[src/rtl/wwd_consts.svh]
// constants for the windowed watchdog: register offsets, field positions, reset values, prescaler
// assumes inclusion by bare name from the watchdog package and module
`ifndef WWD_CONSTS_SVH
`define WWD_CONSTS_SVH

`define WWD_ADDR_W 4
`define WWD_OFF_CONTROL 4'h0
`define WWD_OFF_MODE 4'h4
`define WWD_OFF_STATUS 4'h8

`define WWD_KEY_HI 31
`define WWD_KEY_LO 24
`define WWD_KEY_VALUE 8'hA5
`define WWD_RESTART_BIT 0

`define WWD_RELOAD_HI 11
`define WWD_RELOAD_LO 0
`define WWD_FIEN_BIT 12
`define WWD_RSTEN_BIT 13
`define WWD_PROC_BIT 14
`define WWD_DIS_BIT 15
`define WWD_DELTA_HI 27
`define WWD_DELTA_LO 16
`define WWD_DBGHLT_BIT 28
`define WWD_IDLEHLT_BIT 29
`define WWD_MODE_MASK 32'h3FFF_FFFF
`define WWD_MODE_RESET 32'h3FFF_2FFF

`define WWD_UNF_BIT 0
`define WWD_ERR_BIT 1

`define WWD_PRESCALE_DIV 128
`define WWD_PRESCALE_W 7
`define WWD_PRESCALE_LAST 7'h7F
`define WWD_COUNT_ZERO 12'h000
`define WWD_RELOAD_RESET 12'hFFF

`endif

[src/rtl/wwd_pkg.sv]
// types shared by the windowed watchdog
// assumes the constants header is on the include path
`include "wwd_consts.svh"

package wwd_pkg;
    typedef logic [31:0] wwd_word_t;
    typedef logic [`WWD_ADDR_W-1:0] wwd_addr_t;
    typedef logic [11:0] wwd_count_t;
    // scope of a requested reset
    typedef enum logic [1:0] {
        WWD_RST_NONE,
        WWD_RST_PROC,
        WWD_RST_ALL
    } wwd_rst_scope_t;
endpackage : wwd_pkg

[src/rtl/wwd_watchdog.sv]
// windowed watchdog: 12-bit down counter on the clock divided by 128, key-protected restart,
// write-once mode register, read-to-clear status, fault interrupt and reset request.
// assumes a simple register port (read data one cycle after the read strobe) and that
// the debug, idle and system reset indications arrive synchronous to CLK_IN.
//
// Our own choice: the plain strobed port.
`timescale 1ns/1ps
`default_nettype none
`include "wwd_consts.svh"

module wwd_watchdog (
    input wire logic CLK_IN,
    input wire logic RST_B_IN,
    input wire wwd_pkg::wwd_addr_t ADDR_IN,
    input wire wwd_pkg::wwd_word_t WDATA_IN,
    input wire logic WR_IN,
    input wire logic RD_IN,
    input wire logic DEBUG_IN,
    input wire logic IDLE_IN,
    input wire logic SYS_RESET_DONE_IN,
    output logic [31:0] RDATA_OUT,
    output logic IRQ_OUT,
    output logic FAULT_OUT,
    output logic PROC_RESET_REQ_OUT,
    output logic ALL_RESET_REQ_OUT,
    output logic [11:0] COUNT_OUT
);
    import wwd_pkg::*;

    // register state and next values
    wwd_word_t mode_q;
    logic mode_locked_q;
    wwd_count_t count_q;
    wwd_count_t count_d;
    logic [`WWD_PRESCALE_W-1:0] presc_q;
    logic [`WWD_PRESCALE_W-1:0] presc_d;
    logic unf_q;
    logic err_q;
    logic irq_q;
    logic fault_q;
    logic proc_req_q;
    logic all_req_q;
    wwd_rst_scope_t scope_d;
    logic [31:0] rdata_q;
    logic [31:0] rdata_d;

    // decoded bus strobes
    logic ctl_wr;
    logic key_ok;
    logic restart_cmd;
    logic mode_wr;
    logic status_rd;

    // window, timing and fault events
    logic in_window;
    logic good_restart;
    logic win_error;
    logic halt_dis;
    logic halt_dbg;
    logic halt_idle;
    logic halted;
    logic tick;
    logic underflow;
    logic clear_all;
    logic fault_ev;
    logic irq_set;
    logic fault_set;
    logic req_ev;

    // bus decode: the key guards only the restart bit, not the control write decode itself
    always_comb begin
        ctl_wr = 1'b0;
        key_ok = 1'b0;
        restart_cmd = 1'b0;
        mode_wr = 1'b0;
        status_rd = 1'b0;
        if (WR_IN && ADDR_IN == `WWD_OFF_CONTROL) begin
            ctl_wr = 1'b1;
        end
        if (WDATA_IN[`WWD_KEY_HI:`WWD_KEY_LO] == `WWD_KEY_VALUE) begin
            key_ok = 1'b1;
        end
        if (ctl_wr && key_ok && WDATA_IN[`WWD_RESTART_BIT]) begin
            restart_cmd = 1'b1;
        end
        // once locked, later mode writes leave no trace at all
        if (WR_IN && ADDR_IN == `WWD_OFF_MODE && !mode_locked_q) begin
            mode_wr = 1'b1;
        end
        if (RD_IN && ADDR_IN == `WWD_OFF_STATUS) begin
            status_rd = 1'b1;
        end
    end

    // window check runs even with the timer disabled
    always_comb begin
        in_window = 1'b0;
        good_restart = 1'b0;
        win_error = 1'b0;
        if (count_q <= mode_q[`WWD_DELTA_HI:`WWD_DELTA_LO]) begin
            in_window = 1'b1;
        end
        if (restart_cmd) begin
            if (in_window) begin
                good_restart = 1'b1;
            end else begin
                win_error = 1'b1;
            end
        end
    end

    // any halt source freezes prescaler and counter together
    always_comb begin
        halt_dis = mode_q[`WWD_DIS_BIT];
        halt_dbg = mode_q[`WWD_DBGHLT_BIT] && DEBUG_IN;
        halt_idle = mode_q[`WWD_IDLEHLT_BIT] && IDLE_IN;
        halted = halt_dis || halt_dbg || halt_idle;
    end

    // the prescaler wraps on its own, so its last count is the tick
    always_comb begin
        tick = 1'b0;
        if (!halted && presc_q == `WWD_PRESCALE_LAST) begin
            tick = 1'b1;
        end
    end

    // an underflow reloads and counts again, so faults repeat every period until serviced
    always_comb begin
        underflow = 1'b0;
        if (tick && count_q == `WWD_COUNT_ZERO) begin
            underflow = 1'b1;
        end
    end

    always_comb begin
        clear_all = 1'b0;
        if (status_rd || SYS_RESET_DONE_IN) begin
            clear_all = 1'b1;
        end
    end

    always_comb begin
        fault_ev = underflow || win_error;
        irq_set = fault_ev && mode_q[`WWD_FIEN_BIT];
        // a window error reaches the fault line whatever the reset enable says
        fault_set = win_error || (underflow && mode_q[`WWD_RSTEN_BIT]);
        req_ev = fault_ev && mode_q[`WWD_RSTEN_BIT];
    end

    // mode register: one write after reset
    always_ff @(posedge CLK_IN or negedge RST_B_IN) begin
        if (!RST_B_IN) begin
            mode_q <= `WWD_MODE_RESET;
        end else if (mode_wr) begin
            mode_q <= WDATA_IN & `WWD_MODE_MASK;
        end
    end

    // lock bit: only the module reset RST_B_IN reopens the mode register
    always_ff @(posedge CLK_IN or negedge RST_B_IN) begin
        if (!RST_B_IN) begin
            mode_locked_q <= 1'b0;
        end else if (mode_wr) begin
            mode_locked_q <= 1'b1;
        end
    end

    // prescaler: cleared on restart or mode write so the first tick is a full period away
    always_comb begin
        presc_d = presc_q;
        if (good_restart || mode_wr) begin
            presc_d = '0;
        end else if (!halted) begin
            presc_d = presc_q + 1'b1;
        end
    end

    always_ff @(posedge CLK_IN or negedge RST_B_IN) begin
        if (!RST_B_IN) begin
            presc_q <= '0;
        end else begin
            presc_q <= presc_d;
        end
    end

    // down counter; a mode write wins over a restart in the same cycle
    always_comb begin
        count_d = count_q;
        if (mode_wr) begin
            count_d = WDATA_IN[`WWD_RELOAD_HI:`WWD_RELOAD_LO];
        end else if (good_restart || underflow) begin
            count_d = mode_q[`WWD_RELOAD_HI:`WWD_RELOAD_LO];
        end else if (tick) begin
            count_d = count_q - 1'b1;
        end
    end

    always_ff @(posedge CLK_IN or negedge RST_B_IN) begin
        if (!RST_B_IN) begin
            count_q <= `WWD_RELOAD_RESET;
        end else begin
            count_q <= count_d;
        end
    end

    // sticky flags: a new event in the clearing cycle wins over the clear
    always_ff @(posedge CLK_IN or negedge RST_B_IN) begin
        if (!RST_B_IN) begin
            unf_q <= 1'b0;
        end else if (underflow) begin
            unf_q <= 1'b1;
        end else if (clear_all) begin
            unf_q <= 1'b0;
        end
    end

    always_ff @(posedge CLK_IN or negedge RST_B_IN) begin
        if (!RST_B_IN) begin
            err_q <= 1'b0;
        end else if (win_error) begin
            err_q <= 1'b1;
        end else if (clear_all) begin
            err_q <= 1'b0;
        end
    end

    always_ff @(posedge CLK_IN or negedge RST_B_IN) begin
        if (!RST_B_IN) begin
            irq_q <= 1'b0;
        end else if (irq_set) begin
            irq_q <= 1'b1;
        end else if (clear_all) begin
            irq_q <= 1'b0;
        end
    end

    // fault line: underflow only when reset is enabled; window error always
    always_ff @(posedge CLK_IN or negedge RST_B_IN) begin
        if (!RST_B_IN) begin
            fault_q <= 1'b0;
        end else if (fault_set) begin
            fault_q <= 1'b1;
        end else if (clear_all) begin
            fault_q <= 1'b0;
        end
    end

    // scope of a new request
    always_comb begin
        scope_d = WWD_RST_NONE;
        if (req_ev) begin
            scope_d = mode_q[`WWD_PROC_BIT] ? WWD_RST_PROC : WWD_RST_ALL;
        end
    end

    // reset requests held until the reset controller reports the reset done
    always_ff @(posedge CLK_IN or negedge RST_B_IN) begin
        if (!RST_B_IN) begin
            proc_req_q <= 1'b0;
            all_req_q <= 1'b0;
        end else if (req_ev) begin
            proc_req_q <= scope_d == WWD_RST_PROC;
            all_req_q <= scope_d == WWD_RST_ALL;
        end else if (SYS_RESET_DONE_IN) begin
            proc_req_q <= 1'b0;
            all_req_q <= 1'b0;
        end
    end

    // read port: control and unmapped offsets read as zero
    always_comb begin
        rdata_d = '0;
        if (RD_IN) begin
            unique case (ADDR_IN)
                `WWD_OFF_MODE: begin
                    rdata_d = mode_q;
                end
                `WWD_OFF_STATUS: begin
                    rdata_d[`WWD_UNF_BIT] = unf_q;
                    rdata_d[`WWD_ERR_BIT] = err_q;
                end
                default: begin
                    rdata_d = '0;
                end
            endcase
        end
    end

    // read data stand for one cycle only, then return to zero
    always_ff @(posedge CLK_IN or negedge RST_B_IN) begin
        if (!RST_B_IN) begin
            rdata_q <= '0;
        end else begin
            rdata_q <= rdata_d;
        end
    end

    // every output straight from its flip-flop
    assign RDATA_OUT = rdata_q;
    assign IRQ_OUT = irq_q;
    assign FAULT_OUT = fault_q;
    assign PROC_RESET_REQ_OUT = proc_req_q;
    assign ALL_RESET_REQ_OUT = all_req_q;
    assign COUNT_OUT = count_q;
endmodule : wwd_watchdog
`default_nettype wire

[config.mk]
export PLATFORM = sky130hd
export DESIGN_NAME = wwd_watchdog
export DESIGN_NICKNAME = d
export VERILOG_FILES = /design/src/rtl/wwd_pkg.sv /design/src/rtl/wwd_watchdog.sv
export VERILOG_INCLUDE_DIRS = /design/src /design/src/rtl
export SDC_FILE = /design/constraint.sdc
export NUM_CORES = 1
export LEC_CHECK = 0
export BUFFER_PORTS_ARGS = -buffer_cell sky130_fd_sc_hd__buf_4
export CORE_AREA = 2 2 132 134
export DETAILED_ROUTE_END_ITERATION = 6
export DIE_AREA = 0 0 134 136
export PLACE_DENSITY_LB_ADDON = 0.25
export RECOVER_POWER = 50
export SYNTH_ARGS = -nofsm -noshare
export SYNTH_HDL_FRONTEND = slang
export SYNTH_SLANG_ARGS = --single-unit
[constraint.sdc]
create_clock -name CLK_IN -period 4.9 [get_ports CLK_IN]
set_input_delay 0.98 -clock CLK_IN [delete_from_list [all_inputs] [get_ports CLK_IN]]
set_output_delay 0.98 -clock CLK_IN [all_outputs]
set_load 0.05 [all_outputs]
==> flow_metrics.env <==
export IMPL_status="finished, violations left"
export IMPL_violations="max-capacitance violations, max-slew violations"
export IMPL_ys_seq_elements=86
export IMPL_ys_warn_count=0
export IMPL_cts_setup_buffers=0
export IMPL_r2r_end="COUNT_OUT[2]"
export IMPL_num_antenna_cells=0
export IMPL_synthCells=404
export IMPL_min_from="mode_q[4]"
export IMPL_drive_above_1_share_pct=28.3
export IMPL_fin_util_pct=30.9
export IMPL_fin_worst_skew_ns=0.0117
export IMPL_pwr_density_cell_nw_per_um2=442
export IMPL_async_flop_share_pct=100
export IMPL_timing_rr_start="COUNT_OUT[10]"
export IMPL_dieHeight_um=136
export IMPL_max_freq_mhz=311
export IMPL_postRouteAntennaNets=0
export IMPL_clockRootBuffer="clkbuf_16"
export IMPL_crit_path_max_fanout=52
export IMPL_holdBufCountCts=0
export IMPL_finalMaxSlewViolations=53
export IMPL_hold_path_endpoint="mode_q[4]"
export IMPL_gp_congestion=0.837
export IMPL_rsz0062_at_grt="false"
export IMPL_maxCapViolCount=1
export IMPL_worst_endpoint_arrival_ns=3.65
export IMPL_reg2reg_depth=8
export IMPL_synth_ff_type="dfrtp_1"
export IMPL_final_cell_mix="nand2_1, buf_4, dfrtp_1, dfstp_2, and2_1"
export IMPL_grt_max_degree=53
export IMPL_setup_worst_path_end_class="asynchronous set/reset pin"
export IMPL_path_delay_family="buffers and inverters"
export IMPL_irDropWorstVdd_v=0.000198
export IMPL_rows=48
export IMPL_slew_headroom_pct=-87.4
export IMPL_routed_wl_mm=11.3
export IMPL_grt_pass1_wl_mm=18.0
export IMPL_drt_initial_drc_count=155
export IMPL_cp_start_kind="primary input"
export IMPL_start_util_pct=24.4
export IMPL_clk_pin_slew_ns=0.06
export IMPL_cts_buffers_inserted=9
export IMPL_syn_to_final_growth_pct=26.4
export IMPL_syn_cell_area_sq_um=4130
export IMPL_grt_pass1_vias=3249
export IMPL_path_cells="clkbuf_1 -> buf_4"
export IMPL_clkSinkCount=86
export IMPL_setup_viol=0
export IMPL_num_vias=3184
export IMPL_antenna_found_initial=0
export IMPL_fin_tns_setup_ns=0
export IMPL_htreeDepth=3
export IMPL_drtPass1Iterations=4
export IMPL_nets=547
export IMPL_clk_latency_ns=0.34
export IMPL_fin_total_pwr_uw=2310
export IMPL_synth_edf_count=0
export IMPL_leakagePower_uw=0.00241
export IMPL_port_buffers=88
export IMPL_fin_crit_ns=3.21
export IMPL_hold_path_class="reg2reg"
export IMPL_r2r_slack_ns=2.09
export IMPL_fp_coreArea_sq_um=16900
export IMPL_vias_per_cell=4.42
export IMPL_final_hold_violation_count=0
export IMPL_cts_tree="done"
export IMPL_cts_buffer_depth=2
export IMPL_cpPeakStageDelay_ns=1.95
export IMPL_wl_per_cell_um=15.7
export IMPL_worstMarginPinSlew_ns=2.81
export IMPL_final_common_cell="nand2_1"
export IMPL_grt_usage_pct=13.1
export IMPL_dp_hpwl_mm=8.28
export IMPL_ys_seq_area_share_pct=53.4
export IMPL_postSynthAreaPerCell_sq_um=10.2
export IMPL_synth_cell_types=63
export IMPL_path_buf_inv=2
export IMPL_die_w_um=134
export IMPL_slowest_stage="clkbuf_1"
export IMPL_pin_count=91
export IMPL_drc_errors=0
export IMPL_cts_resized=0
export IMPL_grt_ovfl_total=0
export IMPL_critical_path_required_ns=5.34
export IMPL_critPathKind="in2async"
export IMPL_finalCritPeriodShare_pct=65.5
export IMPL_min_path_cells=2
export IMPL_dieArea_sq_um=18200
## worst min-delay path, cell delays in order, from the launching register on
cell and delay (ns):
dfstp_2 0.38, nand2_1 0.05, nand2_1 0.04
## worst max-delay path by stage
stage,from,end,slack [ns],cells after the start
2_1_floorplan,ADDR_IN[1],COUNT_OUT[5],2.21,8
3_3_place_gp,ADDR_IN[1],COUNT_OUT[2],1.59,7
3_5_place_dp,ADDR_IN[3],COUNT_OUT[2],1.50,7
4_1_cts,ADDR_IN[3],COUNT_OUT[2],1.85,7
5_1_grt,RST_B_IN,COUNT_OUT[0],1.13,2
6_report,RST_B_IN,COUNT_OUT[0],1.69,2
## registers in the layout, indices dropped and copies added (netlist names)
| register | flops |
|---|---|
| COUNT_OUT | 12 |
| unf_q | 1 |
| ALL_RESET_REQ_OUT | 1 |
| mode_locked_q | 1 |
| IRQ_OUT | 1 |
| PROC_RESET_REQ_OUT | 1 |
| FAULT_OUT | 1 |
| RDATA_OUT | 30 |
| presc_q | 7 |
| err_q | 1 |
| mode_q | 30 |
## cells in the mapped netlist, drive strengths merged, types with 2 or more instances
library cell | n | share of area [%]
nand2 | 83 | 7.6
dfrtp | 47 | 29
dfstp | 39 | 25
and2 | 33 | 5.1
nor2 | 23 | 2.2
o21ai | 19 | 2.3
a21oi | 16 | 1.9
inv | 15 | 1.4
ha | 14 | 4.2
clkbuf | 10 | 0.91
nand3 | 9 | 1.1
a31oi | 7 | 1.1
buf | 7 | 1.3
nor2b | 7 | 1.1
nand4 | 6 | 1.3
xnor2 | 5 | 1.1
and3 | 4 | 0.61
nand2b | 4 | 0.61
nor3 | 4 | 0.61
xor2 | 4 | 0.85
a21o | 3 | 0.55
mux2i | 3 | 0.73
nor4 | 3 | 1.2
nor4b | 3 | 0.79
o211ai | 3 | 0.55
a22o | 2 | 0.42
a32oi | 2 | 0.42
and4b | 2 | 0.52
o211a | 2 | 0.49
o21bai | 2 | 0.46
o221ai | 2 | 0.42
## cell families after synthesis
group	share of synthesized area (%)
flops	53.4
other cells	0.0909
compound gates	10.7
mux	1.00
xor+xnor	1.91
buf+inv	3.61
simple gates	25.1
fa+ha+maj	4.25
## cell type report
| cell class | count | area (sq um) |
|---|---|---|
| fill | 1750 | 11700 |
| sequential | 86 | 2200 |
| multi-input combinational | 287 | 1780 |
| timing repair buffer | 91 | 593 |
| tap | 225 | 282 |
| clock buffer | 11 | 243 |
| clock inverter | 5 | 60.1 |
| inverter | 15 | 56.3 |
## per-layer routing
metal | vias to the layer above | part of all wire, % | track usage [%]
li1 | 1553 | - | -
met1 | 1560 | 46 | 17.1
met2 | 63 | 49 | 21.5
met3 | 8 | 3.9 | 3.39
met4 | 0 | 0.98 | 3.61
met5 | - | 0 | 0
## stage by stage
step | worst slack (ns) | hold slack (ns) | cells | instance area [sq um]
after floorplan | 2.21 | 0.444 | 405 | 4130
after detailed placement | 1.50 | 0.465 | 704 | 5000
after global routing | 1.13 | 0.492 | 720 | 5220
after CTS | 1.85 | 0.475 | 720 | 5310
after global placement | 1.59 | 0.459 | 704 | 5000
final | 1.69 | 0.473 | 720 | 5220
## power by group
part	internal, uW	switching (uW)
Clock	410	279
Sequential	909	129
Combinational	231	350
Total	1550	758
(Power assumes the default switching activity.)
